===== src/include/sar_adc_defines.svh =====
`ifndef SAR_ADC_DEFINES_SVH
`define SAR_ADC_DEFINES_SVH

// result word
`define CODE_W          14
`define LOWEST_CODE     14'h0000
`define MIDSCALE_CODE   14'h1fff
`define HIGHEST_CODE    14'h3fff
// shifted out after a frame that ended before conversion finished
`define INVALID_CODE    14'h2aaa
// power-up result shifted out in the very first frame
`define RESET_CODE      14'h0000

// falling serial clock edges per frame
`define CNT_W           7
`define CONV_EDGES      7'h12
`define PWRUP_CAL_EDGES 7'h18
`define RUN_CAL_EDGES   7'h40
`define CNT_MAX         7'h7f

`endif


===== src/include/sar_adc_pkg.sv =====
package sar_adc_pkg;

  typedef enum logic [1:0] {
    sample_track_state,
    convert_state,
    offset_trim_state
  } state_t;

  typedef struct packed {
    logic [13:0] code;
    logic        valid;
  } result_t;

  typedef struct packed {
    state_t state;
    logic   trimActive;
    logic   trimDone;
    logic   firstFrame;
  } status_t;

endpackage : sar_adc_pkg


===== src/hw/sar_adc_serial_frame_control.sv =====
`timescale 1ns/1ps
`include "sar_adc_defines.svh"

// sample buffer between the digitised input and the converter core
module sar_adc_sample_fifo #(
  parameter int WIDTH = 14,
  parameter int DEPTH = 4
) (
  // clock and reset
  input  wire logic             clk,
  input  wire logic             rst,
  // fill side
  input  wire logic             inValid,
  output logic                  inReady,
  input  wire logic [WIDTH-1:0] inData,
  // drain side
  output logic                  outValid,
  input  wire logic             outReady,
  output logic      [WIDTH-1:0] outData
);
  localparam int AW = $clog2(DEPTH);

  logic [WIDTH-1:0] mem [DEPTH];
  logic [AW:0]      wrPtr_q;
  logic [AW:0]      rdPtr_q;
  wire              empty = (wrPtr_q == rdPtr_q);
  wire              full  = (wrPtr_q[AW] != rdPtr_q[AW]) &&
                            (wrPtr_q[AW-1:0] == rdPtr_q[AW-1:0]);
  wire              push  = inValid && !full;
  wire              pop   = outReady && !empty;

  assign inReady  = !full;
  assign outValid = !empty;
  assign outData  = mem[rdPtr_q[AW-1:0]];

  always_ff @(posedge clk) begin
    if (push) begin
      mem[wrPtr_q[AW-1:0]] <= inData;
    end
  end

  always_ff @(posedge clk) begin
    if (rst) begin
      wrPtr_q <= '0;
      rdPtr_q <= '0;
    end else begin
      wrPtr_q <= wrPtr_q + (AW+1)'(push);
      rdPtr_q <= rdPtr_q + (AW+1)'(pop);
    end
  end

endmodule : sar_adc_sample_fifo

// Summary of operation
// - result is fourteen bits per sample
// - codes are unsigned straight binary, 0000..3fff
// - sample on chip select fall, clock converts
// - start in sample track state
// - chip select fall opens, rise closes frame
// - serial output released while chip select high
// - serial clock times conversion and data out
// - only three states, chosen by host pins
// - back to tracking after conversion or trim
// - chip select fall while tracking starts conversion
// - under eighteen falls gives invalid next result
// - leading zero, fourteen bits msb first, zeros
// - first frame twenty-four clocks trims offset
// - sixty-four clocks trims offset in normal frames
module sar_adc_serial_frame_control #(
  parameter int CODE_W     = `CODE_W,
  parameter int FIFO_DEPTH = 4
) (
  // clock and reset
  input  wire logic                    sys_clk,
  input  wire logic                    rst,
  // serial pins
  input  wire logic                    csN,
  input  wire logic                    sclk,
  output logic                         sdoOut,
  output logic                         sdoOe,
  // digitised input samples
  input  wire logic                    sampleValid,
  output logic                         sampleReady,
  input  wire logic [CODE_W-1:0]       sampleCode,
  // results and state
  output sar_adc_pkg::result_t         resultOut,
  output sar_adc_pkg::status_t         statusOut
);

  // pin synchronisers; stage one feeds only stage two
  logic csMeta_q;
  logic csSync_q;
  logic csPrev_q;
  logic sclkMeta_q;
  logic sclkSync_q;
  logic sclkPrev_q;

  always_ff @(posedge sys_clk) begin
    if (rst) begin
      csMeta_q   <= 1'b1;
      csSync_q   <= 1'b1;
      csPrev_q   <= 1'b1;
      // idle level of the serial clock, so no false edge after reset
      sclkMeta_q <= 1'b1;
      sclkSync_q <= 1'b1;
      sclkPrev_q <= 1'b1;
    end else begin
      csMeta_q   <= csN;
      csSync_q   <= csMeta_q;
      csPrev_q   <= csSync_q;
      sclkMeta_q <= sclk;
      sclkSync_q <= sclkMeta_q;
      sclkPrev_q <= sclkSync_q;
    end
  end

  wire csFall   = csPrev_q && !csSync_q;
  wire csRise   = !csPrev_q && csSync_q;
  wire inFrame  = !csSync_q;
  // clock edges only count inside a frame
  wire sclkFall = sclkPrev_q && !sclkSync_q && inFrame;
  wire sclkRise = !sclkPrev_q && sclkSync_q && inFrame;

  sar_adc_pkg::state_t     state_q;
  sar_adc_pkg::state_t     state_d;
  logic [`CNT_W-1:0]       fallCount_q;
  logic                    firstFrame_q;
  logic                    convDone_q;
  logic [CODE_W-1:0]       heldCode_q;
  logic [CODE_W-1:0]       pending_q;
  logic [CODE_W-1:0]       prevCode_q;
  logic [CODE_W-1:0]       shift_q;
  logic                    seenFall_q;
  logic                    sdo_q;
  logic                    sdoOe_q;
  logic                    trimDone_q;
  sar_adc_pkg::result_t    result_q;

  // sample buffer; it drains only when a frame opens in tracking,
  // so a slow host really fills it and stalls the source
  logic                    fifoValid;
  logic [CODE_W-1:0]       fifoData;
  wire                     isTrack = (state_q ==
                                      sar_adc_pkg::sample_track_state);
  wire                     isConv  = (state_q ==
                                      sar_adc_pkg::convert_state);
  wire                     isTrim  = (state_q ==
                                      sar_adc_pkg::offset_trim_state);
  wire                     takeSample = csFall && isTrack;

  sar_adc_sample_fifo #(
    .WIDTH (CODE_W),
    .DEPTH (FIFO_DEPTH)
  ) u_fifo (
    .clk      (sys_clk),
    .rst      (rst),
    .inValid  (sampleValid),
    .inReady  (sampleReady),
    .inData   (sampleCode),
    .outValid (fifoValid),
    .outReady (takeSample),
    .outData  (fifoData)
  );

  // decode of edge counts
  wire [`CNT_W-1:0] calTarget = firstFrame_q ? `PWRUP_CAL_EDGES
                                             : `RUN_CAL_EDGES;
  wire convLast   = sclkFall && isConv &&
                    (fallCount_q == `CONV_EDGES - `CNT_W'(1));
  wire trimEnter  = sclkFall && isTrack && (fallCount_q == `CONV_EDGES);
  wire trimLast   = sclkFall && isTrim &&
                    (fallCount_q == calTarget - `CNT_W'(1));
  // frame closed before the conversion finished
  wire shortFrame = csRise && !convDone_q && !convLast;
  wire [CODE_W-1:0] nextPrev = (convDone_q || convLast) ? pending_q
                                                        : `INVALID_CODE;

  // three states, moved only by pin activity
  always_comb begin
    state_d = state_q;
    case (state_q)
      sar_adc_pkg::sample_track_state: begin
        if (csFall) begin
          state_d = sar_adc_pkg::convert_state;
        end else if (trimEnter && !csRise) begin
          state_d = sar_adc_pkg::offset_trim_state;
        end
      end
      sar_adc_pkg::convert_state: begin
        // back to tracking when done or cut short
        if (csRise || convLast) begin
          state_d = sar_adc_pkg::sample_track_state;
        end
      end
      sar_adc_pkg::offset_trim_state: begin
        // early close aborts, full count completes
        if (csRise || trimLast) begin
          state_d = sar_adc_pkg::sample_track_state;
        end
      end
      default: begin
        state_d = sar_adc_pkg::sample_track_state;
      end
    endcase
  end

  always_ff @(posedge sys_clk) begin
    if (rst) begin
      state_q <= sar_adc_pkg::sample_track_state;
    end else begin
      state_q <= state_d;
    end
  end

  // count falls, restart at frame open
  always_ff @(posedge sys_clk) begin
    if (rst) begin
      fallCount_q <= '0;
    end else if (csFall) begin
      fallCount_q <= '0;
    end else if (sclkFall && fallCount_q != `CNT_MAX) begin
      fallCount_q <= fallCount_q + `CNT_W'(1);
    end
  end

  // capture the input as the frame opens
  always_ff @(posedge sys_clk) begin
    if (rst) begin
      heldCode_q <= `LOWEST_CODE;
    end else if (takeSample && fifoValid) begin
      heldCode_q <= fifoData;
    end
  end

  // the straight binary word passes through unaltered
  always_ff @(posedge sys_clk) begin
    if (rst) begin
      pending_q  <= `LOWEST_CODE;
      convDone_q <= 1'b0;
    end else if (csFall) begin
      convDone_q <= 1'b0;
    end else if (convLast) begin
      pending_q  <= heldCode_q;
      convDone_q <= 1'b1;
    end
  end

  // judge the frame at its close
  always_ff @(posedge sys_clk) begin
    if (rst) begin
      prevCode_q   <= `RESET_CODE;
      firstFrame_q <= 1'b1;
      result_q     <= '0;
    end else begin
      result_q.valid <= csRise && !shortFrame;
      if (csRise) begin
        prevCode_q    <= nextPrev;
        firstFrame_q  <= 1'b0;
        result_q.code <= nextPrev;
      end
    end
  end

  always_ff @(posedge sys_clk) begin
    if (rst) begin
      trimDone_q <= 1'b0;
    end else begin
      trimDone_q <= trimLast && !csRise;
    end
  end

  // leading zero, then msb first on rises after a fall
  always_ff @(posedge sys_clk) begin
    if (rst) begin
      shift_q    <= '0;
      seenFall_q <= 1'b0;
      sdo_q      <= 1'b0;
    end else if (csFall) begin
      shift_q    <= prevCode_q;
      seenFall_q <= 1'b0;
      sdo_q      <= 1'b0;
    end else begin
      if (sclkFall) begin
        seenFall_q <= 1'b1;
      end
      if (sclkRise && seenFall_q) begin
        sdo_q   <= shift_q[CODE_W-1];
        shift_q <= {shift_q[CODE_W-2:0], 1'b0};
      end
    end
  end

  always_ff @(posedge sys_clk) begin
    if (rst) begin
      sdoOe_q <= 1'b0;
    end else begin
      sdoOe_q <= inFrame;
    end
  end

  assign sdoOut               = sdo_q;
  assign sdoOe                = sdoOe_q;
  assign resultOut            = result_q;
  assign statusOut            = '{state:      state_q,
                                  trimActive: isTrim,
                                  trimDone:   trimDone_q,
                                  firstFrame: firstFrame_q};
endmodule : sar_adc_serial_frame_control


===== config.mk =====
export PLATFORM = sky130hd
export DESIGN_NAME = sar_adc_serial_frame_control
export DESIGN_NICKNAME = d
export VERILOG_FILES = /design/src/include/sar_adc_pkg.sv /design/src/hw/sar_adc_serial_frame_control.sv
export VERILOG_INCLUDE_DIRS = /design/src /design/src/include
export SDC_FILE = /design/constraint.sdc
export NUM_CORES = 1
export LEC_CHECK = 0
export ABC_CLOCK_PERIOD_IN_PS = 3350
export BUFFER_PORTS_ARGS = -buffer_cell sky130_fd_sc_hd__buf_2
export CORE_ASPECT_RATIO = 0.6
export CORE_MARGIN = 3
export CORE_UTILIZATION = 50
export CTS_CLUSTER_DIAMETER = 40
export DETAILED_ROUTE_END_ITERATION = 16
export PLACE_DENSITY = 0.7
export SYNTH_ARGS = -nofsm -noshare
export SYNTH_HDL_FRONTEND = slang
export SYNTH_SLANG_ARGS = --single-unit

===== constraint.sdc =====
create_clock -name sys_clk -period 3.35 [get_ports sys_clk]
set_input_delay 0 -clock sys_clk [delete_from_list [all_inputs] [get_ports sys_clk]]
set_output_delay 0 -clock sys_clk [all_outputs]
set_load 0.03 [all_outputs]

Word level (Yosys, flattened, before mapping). Memories as Yosys holds them, arrays and structs flattened. A register that Yosys moved wholly into a read port is not among the register bits. Cells that the tools add are included.

$add $sub $neg: 4. Equal/unequal tests: 12. Multiplexer cells: 11. Bitwise gates (word level): 1. Reductions and logical operators: 41.

Operator list (count): $mux 14 (3); $logic_and 1x1->1 (23); $eq 7x5->1 const B (2); $logic_not 1->1 (10); $mux 2 (4); $add 7x1->7 const B (1); $eq 7x7->1 (1); $mux 7 (1); $ne 7x7->1 const B (1); $sub 7x1->7 const B (1); $add 3x1->3 (2); $pmux 2 s3 (1); $ne 2x1->1 const B (2); $eq 3x3->1 (1); $logic_or 1x1->1 (3); $ne 3x2->1 const B (1); $reduce_and 3->1 (1); $eq 2x1->1 const B (1); $eq 2x2->1 (1); $eq 2x2->1 const B (1); $logic_not 2->1 (1); $mux 1 (2); $reduce_and 2->1 (1); $reduce_bool 2->1 (1); 3 further kinds (3).

Register bits: 70. RAM bits: 56. Bits of input ports: 19. Output and inout bits: 23. Word-level logic and storage cells: 90. Memories kept: 1.

Memory list: u_fifo.mem (depth 4, bits a word 14, read ports 1, clocked after Yosys merged registers in 1, wr ports 1, RTL line sar_adc_serial_frame_control.sv:23) `logic [WIDTH-1:0] mem [DEPTH];`.

Depth between registers and ports, before layout.
Depth after elaboration: 9. Depth in mapped cells: 9. Gate-level depth less buffers: 8.

Cells and area by module. Synthesis repeated with hierarchy kept, for this count alone.

Cells, all modules: 430. Area total of the unflattened synthesis: 5455.2 um^2.

Modules (own cells, without submodules): sar_adc_serial_frame_control (times used 1, cells an instance 320, area each 3064.2 um^2, seq. area each 1561.5 um^2); sar_adc_sample_fifo (times used 1, cells an instance 110, area each 2391.0 um^2, seq. area each 1801.7 um^2).

Least setup slack after synthesis. No wires, ideal clock.

Path type: reg-to-reg. Start: register u_fifo.rdPtr_q[0]. End: memory u_fifo.mem[1][0] (enable). Library setup time: 0.406 ns. Arrival: 2.246 ns. Data required time: 2.944 ns. Slack: 0.698 ns. Cell stages (with the launch flop): 6. Path buffers: 1. Period minus slack after synthesis: 2.652 ns. Cells stage by stage: dfxtp_1 buf_2 xnor2_1 nand3b_1 nand2_1 nor3b_1.

Word-level cells in the longest chain between the ends: 6.

RTL lines: from (decl) (RTL line sar_adc_serial_frame_control.sv:25) `logic [AW:0] rdPtr_q;`; from (signal assigned) (RTL line sar_adc_serial_frame_control.sv:48) `rdPtr_q <= rdPtr_q + (AW+1)'(pop);`; $eq 2x2->1 (RTL line sar_adc_serial_frame_control.sv:28) `(wrPtr_q[AW-1:0] == rdPtr_q[AW-1:0]);`; $logic_and 1x1->1 (RTL line sar_adc_serial_frame_control.sv:27) `wire full = (wrPtr_q[AW] != rdPtr_q[AW]) &&`; $logic_not 1->1; net sampleReady (RTL line sar_adc_serial_frame_control.sv:83) `output logic sampleReady,`; $logic_and 1x1->1 (RTL line sar_adc_serial_frame_control.sv:29) `wire push = inValid && !full;`; $mux 1 (RTL line sar_adc_serial_frame_control.sv:37) `if (push) begin`; $mux 1 (not written as such) (RTL line sar_adc_serial_frame_control.sv:38) `mem[wrPtr_q[AW-1:0]] <= inData;`; to (decl) (RTL line sar_adc_serial_frame_control.sv:23).

The timed path passes the listed nets, and every way through them passes these cells.

Worst setup path in the final report.
Start: register u_fifo.rdPtr_q[1]. End: memory u_fifo.mem[3][9] (enable).

Word-level cells in the longest chain between the ends: 6.

RTL lines (RTL line): $eq 2x2->1 (sar_adc_serial_frame_control.sv:28); $logic_and 1x1->1 (sar_adc_serial_frame_control.sv:27); $logic_not 1->1 (sar_adc_serial_frame_control.sv:29); $logic_and 1x1->1 (sar_adc_serial_frame_control.sv:29); $mux 1 (sar_adc_serial_frame_control.sv:37); $mux 1 (not written as such) (sar_adc_serial_frame_control.sv:38).

Every way passes these cells.

==> impl_metrics.yaml <==
synth:
  yosys_warnings: 0
  ys_top_cells_by_area: "dfxtp_1 (31%), edfxtp_1 (31%), mux4_2 (5.8%)"
  syn_inst: 440
  syn_area_per_cell_sq_um: 12.4
  synth_top_area_share_pct: 30.9
  yosysTopAreaCell: "dfxtp_1"
  synth.distinct_cells: 42
  synth-seq-area-share_pct: 61.8
  synth_area_sq_um: 5440
  ys_async_sr_fraction_pct: 0
  synth_flop_cell: "dfxtp_1"
  ys_seq_elements: 140
  mappedNetlistNets: 466
  synth_edf_count: 56
die:
  rows: 28
  die_w_um: 141
  die_y_um: 86.8
  start_util_pct: 53.2
  io_pins: 42
  core_sq_um: 10200
  die_area_sq_um: 12200
clocking:
  clkLatencyLatePin_ns: 0.41
  cts_max_level: 4
  numCtsBuffers: 17
  cts_sinks: 140
  cts_root_buffer: "clkbuf_16"
  max-clock-path-buffers: 2
  cts_tree: "yes"
  clk_pin_slew_ns: 0.05
routing:
  vias: 3497
  via_per_inst: 5.46
  drt_iter0_markers: 174
  ant_nets: 0
  highest_layer: "met4"
  wl_met1_um: 5000
  met2WireLength_um: 4780
  routed-wl-met3_um: 532
  routed_wl_um: 10400
  wl_per_cell_um: 16.3
  firstDrtPassIters: 5
  drc: 0
pwr:
  switching_share_pct: 20.7
  powerDensity_nw_per_um2: 589
  combinationalPowerShare_pct: 5.2
  power.switching_mw: 0.790
  sequentialPowerShare_pct: 48.7
  clkPwrFrac_pct: 46.2
  leakage_nw: 2.31
  vdd_drop_max_mv: 0.413
  internal_power_mw: 3.03
  finalPower_mw: 3.82
grt:
  grt_pass1_wl_um: 17700
  grt-ovfl-total: 0
  antenna_found_initial: 0
  grtUsageTotal_pct: 18.4
  grt_pass1_vias: 3671
  grt_max_degree: 74
sta:
  period_share_pct: 64.0
  rsz0062_at_grt: "false"
  fin_skew_ns: 0.0175
  hold_violations: 0
  setup_violations: 0
  fmax_mhz: 467
  period_minus_slack_ns: 2.14
  tightest_slew_ns: 0.733
  relSlewSlack_pct: 51.2
  slew_viol_final: 0
  tns_ns: 0
min_path:
  hold_path.class: "input pin to register"
cells_and_area:
  final_common_cell: "dfxtp_1"
  syn2layout_area_growth_pct: 19.2
  antenna_cells: 0
  drive_above_1_share_pct: 21.6
  final_cell_mix: "dfxtp_1 (84), edfxtp_1 (56), nor2_1 (50)"
  fin_nets: 519
setup_path:
  critPathSlowestCell: "and3_1"
  start_kind: "register"
  worst_ep_arrival_time_ns: 2.18
  crit_path_max_incr_delay_ns: 0.63
  crit_required_ns: 3.39
  path_class: "register to register"
  endpoint_kind: "register"
  cp_max_fo: 16
  cp_cell_sequence: "buf_4 > xnor2_1 > nand3b_1 > nand2_1 > inv_1 > and3_1"
outcome:
  outcome: "finished, final reports clean"
placed_design:
  dp_hpwl_um: 6880
  finalWeightedCongestion: 0.777
  portBuffers: 41
flow_run:
  cap_violations: 0
==> state kept, by name, indices dropped and copies added, names as in the netlist, 2 cells and up <==
signal and flops:
fallCount_q 7, heldCode_q 14, pending_q 14, resultOut 15, shift_q 14, state_q 2, u_fifo.mem 56, u_fifo.rdPtr_q 3
u_fifo.wrPtr_q 3
==> synthesized netlist by cell type, drive strengths merged (8+ instances only) <==
library cell  number
a211oi            13
a21oi             26
buf               12
clkbuf            21
dfxtp             84
edfxtp            56
inv                8
mux2i             28
mux4              14
nand2             11
nand3             24
nor2              50
nor3              10
nor3b             10
o21ai             16
==> what timing repair did <==
action | CTS | global route
gates resized for setup | 0 | 0
hold endpoints to repair | 58 | 0
hold buffers | 16 | 0
buffers inserted | 0 | 0
==> critical path: cells and delay by family, from the launching register on <==
kind | cells | cell delay (ns)
flops | 1 | 0.30
xor+xnor | 1 | 0.17
simple gates | 3 | 0.92
buf+inv | 2 | 0.36
==> metal layers <==
metal  GRT usage, %  up-vias
met1           24.9     1710
met5              0        -
li1               -     1705
met3           5.90       10
met2           28.3       72
met4           6.77        0
==> through the flow <==
step	instances	utilization (%)	cell area, sq um	hold slack, ns	setup WS (ns)
final	640	63.3	6480	0.161	1.21
after global routing	640	63.3	6480	0.175	0.949
after CTS	640	63.3	6480	0.141	1.21
after detailed placement	593	56.2	5750	0.189	1.22
after global placement	593	56.2	5750	0.183	1.28
after floorplan	440	-	5440	0.0989	0.698
==> final cells by class <==
class	instances	area, sq um
clock buffers	25	543
clock inverters	6	30.0
fillers	774	3750
inverters	8	30.0
multi-input cells	259	1900
flip-flops and latches	140	3360
well taps	135	169
repair buffers	67	440
==> cells by family (layout without fill, tap and decap cells) <==
| logic type | count (synthesis) | count (layout) | synth area share (%) |
|---|---|---|---|
| AO/OA/AOI/OAI | 64 | 64 | 7.55 |
| XOR/XNOR | 7 | 7 | 1.13 |
| adder cells (fa/ha/maj) | 7 | 7 | 1.61 |
| buffers and inverters | 41 | 106 | 3.41 |
| flip-flops | 140 | 140 | 61.8 |
| multiplexers | 44 | 44 | 11.4 |
| AND/OR/NAND/NOR | 137 | 137 | 13.1 |
==> path summary, 6_finish.rpt <==
| check | from | end | slack (ns) | cells after the start |
|---|---|---|---|---|
| setup / recovery | u_fifo.rdPtr_q[1] | u_fifo.mem[3][9] | 1.21 | 6 |
| hold / removal | sampleValid | u_fifo.wrPtr_q[0] | 0.16 | 5 |
| setup reg to reg | u_fifo.rdPtr_q[1] | u_fifo.mem[3][9] | 1.21 | 6 |
| hold reg to reg | csMeta_q | csSync_q | 0.41 | 1 |
==> power by group through the flow <==
stage               clock network [mW]  logic (mW)  registers, mW
finish                            1.76       0.197           1.86
global route                      1.87       0.217           1.86
CTS                               1.79       0.200           1.86
detailed placement                   0       0.185           1.89
global placement                     0       0.181           1.89
floorplan                            0       0.121           1.89
No activity file was read; power rests on OpenSTA's default activity.
